==> config.mk <==
export PLATFORM = sky130hd
export DESIGN_NAME = ctw_core_tick
export DESIGN_NICKNAME = d
export VERILOG_FILES = /design/src/ctw_pkg.sv /design/src/ctw_core_tick.sv
export SDC_FILE = /design/constraint.sdc
export NUM_CORES = 1
export LEC_CHECK = 0
export BUFFER_PORTS_ARGS = -buffer_cell sky130_fd_sc_hd__clkbuf_2
export CAP_MARGIN = 40
export CORE_MARGIN = 1.5
export CORE_UTILIZATION = 51
export CTS_CLUSTER_SIZE = 12
export DETAILED_ROUTE_END_ITERATION = 10
export PLACE_DENSITY = 0.85
export SYNTH_ARGS = -nofsm -noshare
export SYNTH_HDL_FRONTEND = slang
export SYNTH_SLANG_ARGS = --single-unit
==> constraint.sdc <==
create_clock -name CLK -period 4.5 [get_ports CLK]
set_clock_uncertainty 0.2 [all_clocks]
set_input_delay 1.35 -clock CLK [delete_from_list [all_inputs] [get_ports CLK]]
set_output_delay 1.35 -clock CLK [all_outputs]
set_load 0.01 [all_outputs]
==> src/ctw_pkg.sv <==
// ctw_pkg: constants and types for the core tick chain with watchdog
package ctw_pkg;
  // register indices; byte address is four times the index
  localparam logic [3:0] CTW_IDX_CTRL = 4'h8;
  localparam logic [3:0] CTW_IDX_COUNT = 4'h9;
  localparam logic [3:0] CTW_IDX_SERVICE = 4'hA;
  localparam logic [3:0] CTW_IDX_OPTION = 4'hB;
  // control/status field positions
  localparam int CTW_BIT_OVF_F = 7;
  localparam int CTW_BIT_PER_F = 6;
  localparam int CTW_BIT_OVF_EN = 5;
  localparam int CTW_BIT_PER_EN = 4;
  localparam int CTW_BIT_SEL_HI = 1;
  localparam int CTW_BIT_SEL_LO = 0;
  // option register: watchdog enable position
  localparam int CTW_BIT_WD_EN = 0;
  // reset values
  localparam logic [1:0] CTW_SEL_RST = 2'h3;
  localparam logic CTW_WD_EN_RST = 1'b0;
  // chain geometry
  localparam int CTW_CHAIN_W = 17;
  localparam int CTW_PRE_W = 2;
  localparam int CTW_TICK_W = 8;
  localparam int CTW_WD_W = 3;
  // power-on interval in bus clock periods
  localparam int CTW_POR_CYCLES = 4064;
  localparam logic [CTW_CHAIN_W-1:0] CTW_POR_LAST =
    CTW_CHAIN_W'(CTW_POR_CYCLES - 1);
  // ahb encodings
  localparam logic [2:0] CTW_HSIZE_WORD = 3'h2;
  // sequencer states, one-hot
  typedef enum logic [2:0] {
    CTW_ST_POR = 3'b001,
    CTW_ST_HOLD = 3'b010,
    CTW_ST_RUN = 3'b100
  } ctw_state_type;
  // interrupt request pair
  typedef struct packed {
    logic ovf;
    logic per;
  } ctw_irq_type;
  // whole module state
  typedef struct packed {
    ctw_state_type st;
    logic [CTW_CHAIN_W-1:0] cnt;
    logic ovf_f;
    logic per_f;
    logic ovf_en;
    logic per_en;
    logic [1:0] sel;
    logic wd_en;
    logic [CTW_WD_W-1:0] wd;
    logic wd_rst;
    logic dev_rst;
    ctw_irq_type irq;
    logic pend;
    logic pend_wr;
    logic pend_ok;
    logic [3:0] pend_idx;
    logic [31:0] rdata;
    logic ready;
    logic resp;
  } ctw_regs_type;
endpackage : ctw_pkg

==> src/ctw_core_tick.sv <==
// ctw_core_tick: core tick chain, periodic tick and watchdog behind AHB-Lite
//
// Functional notes
// prescale bus clock by four into counter
// tick count register reads live counter
// overflow every 1024 bus clocks
// power-on interval 4064 bus clocks from chain
// four stages give periodic clock bus/16384
// three stages and one-of-four rate selector
// watchdog counts periodic ticks divided by eight
// overflow flag on wrap, irq with enable
// write zero clears overflow flag; reset clears
// periodic flag on tap, clear by zero
// power-on clears chain twice, then counts
// external reset clears the whole chain
// watchdog only when enabled; timeout resets
// software writes zero to service bit 0
// service clears only final eight stage
// rate, enables, flags in one register
// reset sets both rate-select bits
// reset clears tick count register
// set event beats a clearing write
`timescale 1ns/1ps
`default_nettype none
module ctw_core_tick (
  // clock and power-on reset
  input wire logic CLK,
  input wire logic RSTN,
  // external reset pin, active low level
  input wire logic EXT_RST_N,
  // ahb-lite slave
  input wire logic HSEL,
  input wire logic [31:0] HADDR,
  input wire logic [1:0] HTRANS,
  input wire logic HWRITE,
  input wire logic [2:0] HSIZE,
  input wire logic [31:0] HWDATA,
  input wire logic HREADY,
  output logic [31:0] HRDATA,
  output logic HREADYOUT,
  output logic HRESP,
  // interrupt requests
  output ctw_pkg::ctw_irq_type IRQ,
  // watchdog timeout pulse and device-in-reset level
  output logic WDOG_RST,
  output logic DEV_RST
);
  import ctw_pkg::*;

  // registered and next state
  ctw_regs_type s_q;
  ctw_regs_type s_d;
  // decoded address phase
  logic addr_take;
  // data phase write strobes
  logic wr_ctrl;
  logic wr_svc;
  logic wr_opt;
  // chain events
  logic ovf_hit;
  logic per_hit;
  logic wd_expire;
  // register read image
  logic [7:0] ctrl_img;

  // address phase accepted when selected, active and bus ready
  assign addr_take = HSEL && HTRANS[1] && HREADY;

  // write strobes in the data phase
  assign wr_ctrl = s_q.pend && s_q.pend_wr && s_q.pend_ok &&
                   (s_q.pend_idx == CTW_IDX_CTRL);
  assign wr_svc = s_q.pend && s_q.pend_wr && s_q.pend_ok &&
                  (s_q.pend_idx == CTW_IDX_SERVICE);
  assign wr_opt = s_q.pend && s_q.pend_wr && s_q.pend_ok &&
                  (s_q.pend_idx == CTW_IDX_OPTION);

  // last counter stage wraps
  assign ovf_hit = (s_q.st == CTW_ST_RUN) &&
                   (&s_q.cnt[CTW_PRE_W+CTW_TICK_W-1:0]);

  // periodic tap selection
  always_comb begin
    // four taps after fixed stages
    case (s_q.sel)
      2'h0: per_hit = &s_q.cnt[13:0];
      2'h1: per_hit = &s_q.cnt[14:0];
      2'h2: per_hit = &s_q.cnt[15:0];
      default: per_hit = &s_q.cnt[16:0];
    endcase
    per_hit = per_hit && (s_q.st == CTW_ST_RUN);
  end

  // eighth periodic tick expires watchdog
  assign wd_expire = per_hit && s_q.wd_en && (&s_q.wd) && !wr_svc;

  // control/status read image, bits 3:2 read zero
  always_comb begin
    ctrl_img = 8'h00;
    // one register holds rate, enables, flags
    ctrl_img[CTW_BIT_OVF_F] = s_q.ovf_f;
    ctrl_img[CTW_BIT_PER_F] = s_q.per_f;
    ctrl_img[CTW_BIT_OVF_EN] = s_q.ovf_en;
    ctrl_img[CTW_BIT_PER_EN] = s_q.per_en;
    ctrl_img[CTW_BIT_SEL_HI] = s_q.sel[1];
    ctrl_img[CTW_BIT_SEL_LO] = s_q.sel[0];
  end

  // next-state logic
  always_comb begin
    s_d = s_q;
    s_d.wd_rst = 1'b0;
    // bus slave: one wait state per transfer
    if (s_q.pend) begin
      // data phase: answer ready next cycle
      s_d.pend = 1'b0;
      s_d.ready = 1'b1;
      s_d.rdata = 32'h0000_0000;
      if (!s_q.pend_wr && s_q.pend_ok) begin
        case (s_q.pend_idx)
          CTW_IDX_CTRL: s_d.rdata = {24'h00_0000, ctrl_img};
          // live counter value
          CTW_IDX_COUNT: begin
            s_d.rdata = {24'h00_0000,
                         s_q.cnt[CTW_PRE_W+CTW_TICK_W-1:CTW_PRE_W]};
          end
          CTW_IDX_OPTION: s_d.rdata = {31'h0000_0000, s_q.wd_en};
          default: s_d.rdata = 32'h0000_0000;
        endcase
      end
    end else if (addr_take) begin
      // capture address phase, stall the bus
      s_d.pend = 1'b1;
      s_d.ready = 1'b0;
      s_d.pend_wr = HWRITE;
      s_d.pend_idx = HADDR[5:2];
      s_d.pend_ok = (HADDR[31:6] == 26'h000_0000) &&
                    (HADDR[1:0] == 2'h0) && (HSIZE == CTW_HSIZE_WORD);
    end

    // control writes
    if (wr_ctrl) begin
      // zero clears overflow flag, one keeps it
      if (!HWDATA[CTW_BIT_OVF_F]) begin
        s_d.ovf_f = 1'b0;
      end
      // zero clears periodic flag
      if (!HWDATA[CTW_BIT_PER_F]) begin
        s_d.per_f = 1'b0;
      end
      s_d.ovf_en = HWDATA[CTW_BIT_OVF_EN];
      s_d.per_en = HWDATA[CTW_BIT_PER_EN];
      s_d.sel = {HWDATA[CTW_BIT_SEL_HI], HWDATA[CTW_BIT_SEL_LO]};
    end
    // option register steers the watchdog
    if (wr_opt) begin
      s_d.wd_en = HWDATA[CTW_BIT_WD_EN];
    end

    // set events come after clears
    if (ovf_hit) begin
      // wrap sets overflow flag
      s_d.ovf_f = 1'b1;
    end
    if (per_hit) begin
      // selected tap sets periodic flag
      s_d.per_f = 1'b1;
    end

    // chain advances every bus clock, prescaler low bits
    s_d.cnt = s_q.cnt + CTW_CHAIN_W'(1);

    // watchdog divide-by-eight
    if (wr_svc && !HWDATA[0]) begin
      // service clears only final stage
      s_d.wd = '0;
    end else if (per_hit && s_q.wd_en) begin
      s_d.wd = s_q.wd + CTW_WD_W'(1);
    end

    // sequencer
    case (s_q.st)
      CTW_ST_POR: begin
        // interval taken from chain
        if (s_q.cnt == CTW_POR_LAST) begin
          s_d.cnt = '0;
          s_d.st = EXT_RST_N ? CTW_ST_RUN : CTW_ST_HOLD;
          s_d.dev_rst = !EXT_RST_N;
        end
      end
      CTW_ST_HOLD: begin
        // chain held clear while pin asserted
        s_d.cnt = '0;
        if (EXT_RST_N) begin
          s_d.st = CTW_ST_RUN;
          s_d.dev_rst = 1'b0;
        end
      end
      CTW_ST_RUN: begin
        if (!EXT_RST_N) begin
          s_d.st = CTW_ST_HOLD;
          s_d.dev_rst = 1'b1;
        end
      end
      default: begin
        s_d.st = CTW_ST_POR;
        s_d.cnt = '0;
      end
    endcase

    // external reset or watchdog reset clears chain, control register and watchdog stage, keeps option
    if ((s_q.st != CTW_ST_POR && !EXT_RST_N) || wd_expire) begin
      // device reset values
      s_d.cnt = '0;
      s_d.ovf_f = 1'b0;
      s_d.per_f = 1'b0;
      s_d.ovf_en = 1'b0;
      s_d.per_en = 1'b0;
      s_d.sel = CTW_SEL_RST;
      s_d.wd = '0;
    end
    if (wd_expire) begin
      // timeout raises internal reset
      s_d.wd_rst = 1'b1;
    end

    // requests follow flag and enable
    s_d.irq.ovf = s_d.ovf_f && s_d.ovf_en;
    s_d.irq.per = s_d.per_f && s_d.per_en;
    s_d.resp = 1'b0;
  end

  // state register, synchronous power-on reset
  always_ff @(posedge CLK) begin
    if (!RSTN) begin
      // power-on clears chain and registers
      s_q <= '0;
      s_q.st <= CTW_ST_POR;
      s_q.sel <= CTW_SEL_RST;
      s_q.wd_en <= CTW_WD_EN_RST;
      s_q.dev_rst <= 1'b1;
      s_q.ready <= 1'b1;
    end else begin
      s_q <= s_d;
    end
  end

  // outputs straight from flops
  assign HRDATA = s_q.rdata;
  assign HREADYOUT = s_q.ready;
  assign HRESP = s_q.resp;
  assign IRQ = s_q.irq;
  assign WDOG_RST = s_q.wd_rst;
  assign DEV_RST = s_q.dev_rst;

  // chain clears that cut a prescale window short
  logic chain_cut;
  assign chain_cut = !RSTN || !EXT_RST_N || wd_expire;
endmodule : ctw_core_tick
`default_nettype wire

==> results of run 1 <==
report_power, final:
| group | switching, W | leakage (nW) | total (W) | internal, W |
|---|---|---|---|---|
| clock | 0.000155 | 0.0514 | 0.000282 | 0.000127 |
| sequential | 0.00000514 | 0.404 | 0.000452 | 0.000447 |
| combinational | 0.0000321 | 0.867 | 0.0000564 | 0.0000243 |
how the worst max path moves through the flow:
stage,start,depth (start not counted),to
6_report,s_q[57]$_SDFF_PP0_,10,IRQ[1]$_SDFF_PN0_
4_1_cts,s_q[57]$_SDFF_PP0_,10,IRQ[1]$_SDFF_PN0_
2_1_floorplan,RSTN,5,IRQ[1]$_SDFF_PN0_
3_3_place_gp,RSTN,6,ctrl_img[0]$_SDFFE_PP1P_
5_1_grt,s_q[57]$_SDFF_PP0_,10,IRQ[1]$_SDFF_PN0_
3_5_place_dp,RSTN,6,ctrl_img[1]$_SDFFE_PP1P_
Yosys cell counts (all sizes together) (8+ instances only):
| master | instances |
|---|---|
| nand3 | 9 |
| nor2 | 36 |
| xnor2 | 8 |
| nand2 | 23 |
| nor4 | 9 |
| dfxtp | 50 |
| nand4 | 11 |
| mux2i | 14 |
| a21oi | 8 |
| buf | 39 |
| o21ai | 11 |
flip-flops by register name, summed over array words and instances, names as in the netlist:
signal     cells
s_q           31
HRDATA         8
DEV_RST        1
HREADYOUT      1
ctrl_img       6
IRQ            2
WDOG_RST       1
per-stage QoR:
stage	instance area, um2	power, W
global route	2900	0.000819
detailed placement	2800	0.000518
finish	2900	0.000790
global placement	2800	0.000516
CTS	2900	0.000793
floorplan	2720	0.000508
logic make-up (layout without fill, tap and decap cells):
kind of cell	count (synthesis)	after routing	share of synthesized area
adder cells (fa/ha/maj)	4	4	0.0190
buffers and inverters	51	76	0.130
other	1	25	0.00142
multiplexers	14	14	0.0532
AND/OR/NAND/NOR	122	122	0.248
AO/OA/AOI/OAI	39	39	0.118
flip-flops	50	50	0.380
XOR/XNOR	15	15	0.0499
critical path, cell delays in order (launching register included):
cell and delay, ns:
dfxtp_1 0.46, and4_4 0.31, and3_1 0.34, nand2_1 0.15, nor2_1 0.14, ha_1 0.15, a21boi_0 0.14, o31a_4 0.19
o41ai_4 0.35, buf_4 0.30, nor3_1 0.10
per-layer routing:
metal  vias to the layer above  global-route usage
met5                         -                   0
met4                         0              0.0808
met3                        12              0.0402
met2                        79               0.326
met1                      1033               0.262
li1                       1088                   -
cell type report:
type,count,area (um2),share of cell area
Tap cell,67,83.8,0.0289
Inverter,7,26.3,0.00906
Multi-Input combinational cell,219,1380,0.476
Clock buffer,6,82.6,0.0285
Clock inverter,2,17.5,0.00604
Sequential cell,50,1000,0.345
Timing Repair Buffer,61,308,0.106
==> impl_metrics.py, run 1 <==
metrics = {
    "job": {
        "cap_violations": 0,
    },
    "global_route": {
        "grt-ovfl-total": 0,
        "antenna_found_initial": 0,
        "grt_pass1_vias": 1898,
        "grt_max_degree": 24,
        "grtUsageTotal": 0.201,
        "grt_pass1_wl_um": 8630,
    },
    "sta": {
        "fin_crit_sh": 0.659,
        "rsz0062_at_grt": "no",
        "fin_tns_setup_ns": 0,
        "worst_pin_slew_ns": 0.551,
        "max_freq_mhz": 337,
        "slew_violations": 0,
        "min_period_ns": 2.96,
        "fin_ws_ns": 1.54,
        "timing_hold_violations_final": 0,
        "slew_headroom": 0.628,
        "setup_viol": 0,
        "hold_ws_ns": 0.249,
    },
    "synthesis": {
        "ys_warn_count": 0,
        "synthArstFlopShare": 0,
        "yosysTopAreaCellShare": 0.380,
        "syn_inst": 296,
        "synth_edf_count": 0,
        "synth_area_leader_cell": "dfxtp_1",
        "synthFlopType": "dfxtp_1",
        "syn_area_um2": 2630,
        "syn_area_per_cell_um2": 8.90,
        "ys_seq_area_frac": 0.380,
        "synthDistinctLibCells": 48,
        "synth_area_leaders": "dfxtp_1, buf_4, mux2i_1",
        "synth_seq_cells": 50,
    },
    "layout": {
        "areaGrowthSynthToFinish_pct": 10.1,
        "diodes": 0,
        "fin_cells": 412,
        "final_cell_mix": "clkbuf_2, dfxtp_1, nor2_1",
        "final_nets": 423,
        "final_common_cell": "clkbuf_2",
        "final_util": 0.598,
        "drive_gt1_frac": 0.220,
        "fillCellCount": 447,
    },
    "min_path": {
        "holdPathStages": 2,
        "worstHoldStart": "HREADYOUT$_SDFFE_PP1P_",
        "worstHoldPathType": "flip-flop to flip-flop",
        "holdPathEnd": "HREADYOUT$_SDFFE_PP1P_",
    },
    "die": {
        "ios": 113,
        "dieArea_um2": 5600,
        "die_w_um": 74.9,
        "row_count": 25,
        "die_height_um": 74.9,
        "core_area_um2": 4850,
        "start_util": 0.543,
    },
    "clock_tree": {
        "clockBufferDepth": 2,
        "cts_tree": "done",
        "htreeDepth": 2,
        "holdBufCountCts": 0,
        "clock_sinks": 50,
        "cts_root_buffer": "clkbuf_8",
        "cts_setup_buffers": 0,
        "clk_pin_slew_worst_paths_ns": 0.10,
        "post_cts_resized": 0,
        "cts_buffers": 5,
        "worstSkewPairLatency_ns": 0.31,
    },
    "critical_path": {
        "ff2ff_path_depth": 10,
        "critPathArrivalTime_ns": 2.97,
        "worstSetupEndpointType": "flip-flop",
        "rrSetupSlack_ns": 1.54,
        "critPathMaxFanout": 23,
        "r2r-start": "s_q[57]$_SDFF_PP0_",
        "worst-setup-path-type": "flip-flop to flip-flop",
        "required_ns": 4.50,
        "r2r-end": "IRQ[1]$_SDFF_PN0_",
        "cp-start-kind": "flip-flop",
    },
    "power": {
        "p_per_area_nw_per_um2": 273,
        "peakVddDrop_mv": 0.186,
        "power_leakage_nw": 1.32,
    },
    "placement": {
        "hpwl_um": 4070,
        "place_ws_ns": 1.30,
        "place_inst": 404,
        "portBuffers": 60,
        "gp_congestion": 0.861,
    },
    "routing": {
        "drt-met1-wl_um": 2500,
        "antenna_left": 0,
        "wl_per_cell_um": 13.3,
        "num_vias": 2212,
        "route.met2.wl_um": 2630,
        "dr.pass1.iters": 6,
        "routed_wl_um": 5470,
        "route.met3.wl_um": 264,
        "top_layer_used": "met4",
        "drc": 0,
        "viasPerCell": 5.37,
        "drtIter0Drc": 177,
    },
    "run_status": {
        "status": "complete, no violations",
    },
}
(Power assumes the default switching activity.)
==> run 2, diff against run 1 <==
Settings changed: CORE_UTILIZATION 51 to 48, PLACE_DENSITY 0.85 to 0.8.
Clock period 4.5 ns to 3.1 ns, I/O delays scaled along.
==> run 2 against run 1 <==
Compared with the run above:
- routed wire length shrank 2.7%
- sequential power grew 45%
- sequential share of layout area shrank 0.63 points
- global-route usage shrank 1.2 points
- hold slack is essentially flat
- non-clock buffer count grew 5
- maximum frequency grew 9.4%
- via count shrank 3.3%
- combinational power grew 53%
- setup slack lost 1.1 ns
- clock power grew 63%
- critical path type unchanged
- largest cell class unchanged
- highest routed layer unchanged
==> impl_metrics.py, run 2 (synthesized netlist as in run 1, its figures left out) <==
metrics = {
    "global_route": {
        "grt_pass1_vias": 1973,
        "grtUsageTotal": 0.189,
        "grt_pass1_wl_um": 9070,
        "grtUsageMet2": 0.324,
        "use_met1": 0.235,
        "grt_max_degree": 24,
        "use_met3": 0.0417,
        "grt-ovfl-total": 0,
        "antenna_found_initial": 0,
        "globalRoute.busiestLayer": "met2",
    },
    "sta": {
        "max_freq_mhz": 369,
        "slew_violations": 0,
        "min_period_ns": 2.71,
        "fin_tns_setup_ns": 0,
        "timing_hold_violations_final": 0,
        "setup_viol": 0,
        "fin_crit_sh": 0.874,
        "worst_pin_slew_ns": 0.633,
        "rsz0062_at_grt": "no",
        "slew_headroom": 0.573,
    },
    "critical_path": {
        "cp_slowest_cell": "dfxtp_1",
        "worstSetupEndpointType": "flip-flop",
        "max_stage_delay_ns": 0.44,
        "worst-setup-path-type": "flip-flop to flip-flop",
        "critPathMaxFanout": 23,
        "cp-start-kind": "flip-flop",
        "cp_top_family": "simple AND/OR/NAND/NOR gates",
        "path_buf_inv": 1,
        "critPathArrivalTime_ns": 2.69,
        "crit_chain": "and4_4 -> and3_1 -> nand2_1 -> nor2_1 -> ha_1 -> a21boi_0 -> o31a_4 -> o41ai_4 -> buf_4 -> nor3_1",
        "required_ns": 3.08,
    },
    "routing": {
        "viasPerCell": 5.11,
        "routed_wl_um": 5320,
        "antenna_left": 0,
        "wl_per_cell_um": 12.7,
        "drc": 0,
        "num_vias": 2140,
        "drtIter0Drc": 75,
        "dr.pass1.iters": 4,
    },
    "layout": {
        "areaGrowthSynthToFinish_pct": 12.1,
        "final_util": 0.567,
        "drive_gt1_frac": 0.229,
        "stdcell_area_um2": 2950,
        "final_cell_mix": "clkbuf_2, dfxtp_1, nor2_1",
        "final_common_cell": "clkbuf_2",
        "max_flop_register": "s_q",
        "diodes": 0,
        "largest_reg_flops": 31,
        "final_nets": 428,
    },
    "placement": {
        "placed_area_um2": 2840,
        "gp_congestion": 0.820,
        "hpwl_um": 4060,
        "portBuffers": 60,
    },
    "power": {
        "power_leakage_nw": 1.35,
        "p_per_area_nw_per_um2": 407,
        "peakVddDrop_mv": 0.183,
    },
    "die": {
        "die_w_um": 77.1,
        "row_count": 26,
        "start_util": 0.506,
        "dieArea_um2": 5940,
        "die_height_um": 77.1,
        "ios": 113,
        "core_area_um2": 5200,
    },
    "clock_tree": {
        "worstSkewPairLatency_ns": 0.30,
        "holdBufCountCts": 0,
        "cts_buffers": 5,
        "clk_pin_slew_worst_paths_ns": 0.08,
        "cts_setup_buffers": 0,
        "cts_root_buffer": "clkbuf_8",
        "htreeDepth": 2,
        "post_cts_resized": 0,
        "clockBufferDepth": 2,
        "cts_tree": "done",
        "clock_sinks": 50,
    },
    "min_path": {
        "worstHoldPathType": "flip-flop to flip-flop",
    },
    "run_status": {
        "status": "complete, no violations",
    },
    "job": {
        "cap_violations": 0,
    },
}
## run 2: changes by cell type in the layout (fill, tap and decap cells not counted), sizes merged
cell and change:
buf +5, bufinv +1, clkinv -2
## run 2: cell type report
| cell class | instances | area [um2] |
|---|---|---|
| clock inverter | 1 | 30.0 |
| sequential | 50 | 1000 |
| fill | 487 | 2250 |
| multi-input combinational | 219 | 1380 |
| tap | 70 | 87.6 |
| timing repair buffer | 66 | 345 |
| inverter | 7 | 26.3 |
| clock buffer | 6 | 82.6 |
## run 2: final timing paths
path,from,to,slack (ns),cells after the start
worst max-delay path,s_q[58]$_SDFF_PP0_,IRQ[1]$_SDFF_PN0_,0.39,10
worst min-delay path,HREADYOUT$_SDFFE_PP1P_,HREADYOUT$_SDFFE_PP1P_,0.25,2
worst max register to register,s_q[58]$_SDFF_PP0_,IRQ[1]$_SDFF_PN0_,0.39,10
worst min register to register,HREADYOUT$_SDFFE_PP1P_,HREADYOUT$_SDFFE_PP1P_,0.25,2
## run 2: worst min-delay path: cells and delay by family (launching register included)
kind | cells | cell delay (ns)
buf+inv | 1 | 0.05
flops | 1 | 0.32
compound gates | 1 | 0.05
## run 2: routing by layer
layer	wire length, um	up-vias
li1	-	1091
met1	2380	968
met2	2560	75
met3	327	6
met4	57	0
met5	0	-
## run 2: through the flow
stage / hold WS, ns / setup WS, ns / power (W) / cells
2_1_floorplan: 0.218 / 0.528 / 0.000738 / 320
3_3_place_gp: 0.232 / 0.464 / 0.000754 / 412
3_5_place_dp: 0.239 / 0.449 / 0.000755 / 412
4_1_cts: 0.253 / 0.396 / 0.00121 / 419
5_1_grt: 0.276 / 0.225 / 0.00125 / 419
6_report: 0.249 / 0.390 / 0.00120 / 419
## run 2: power breakdown
group          internal (W)  switching [W]
Sequential         0.000648     0.00000611
Combinational     0.0000377      0.0000484
Clock              0.000258       0.000202
Total              0.000944       0.000257
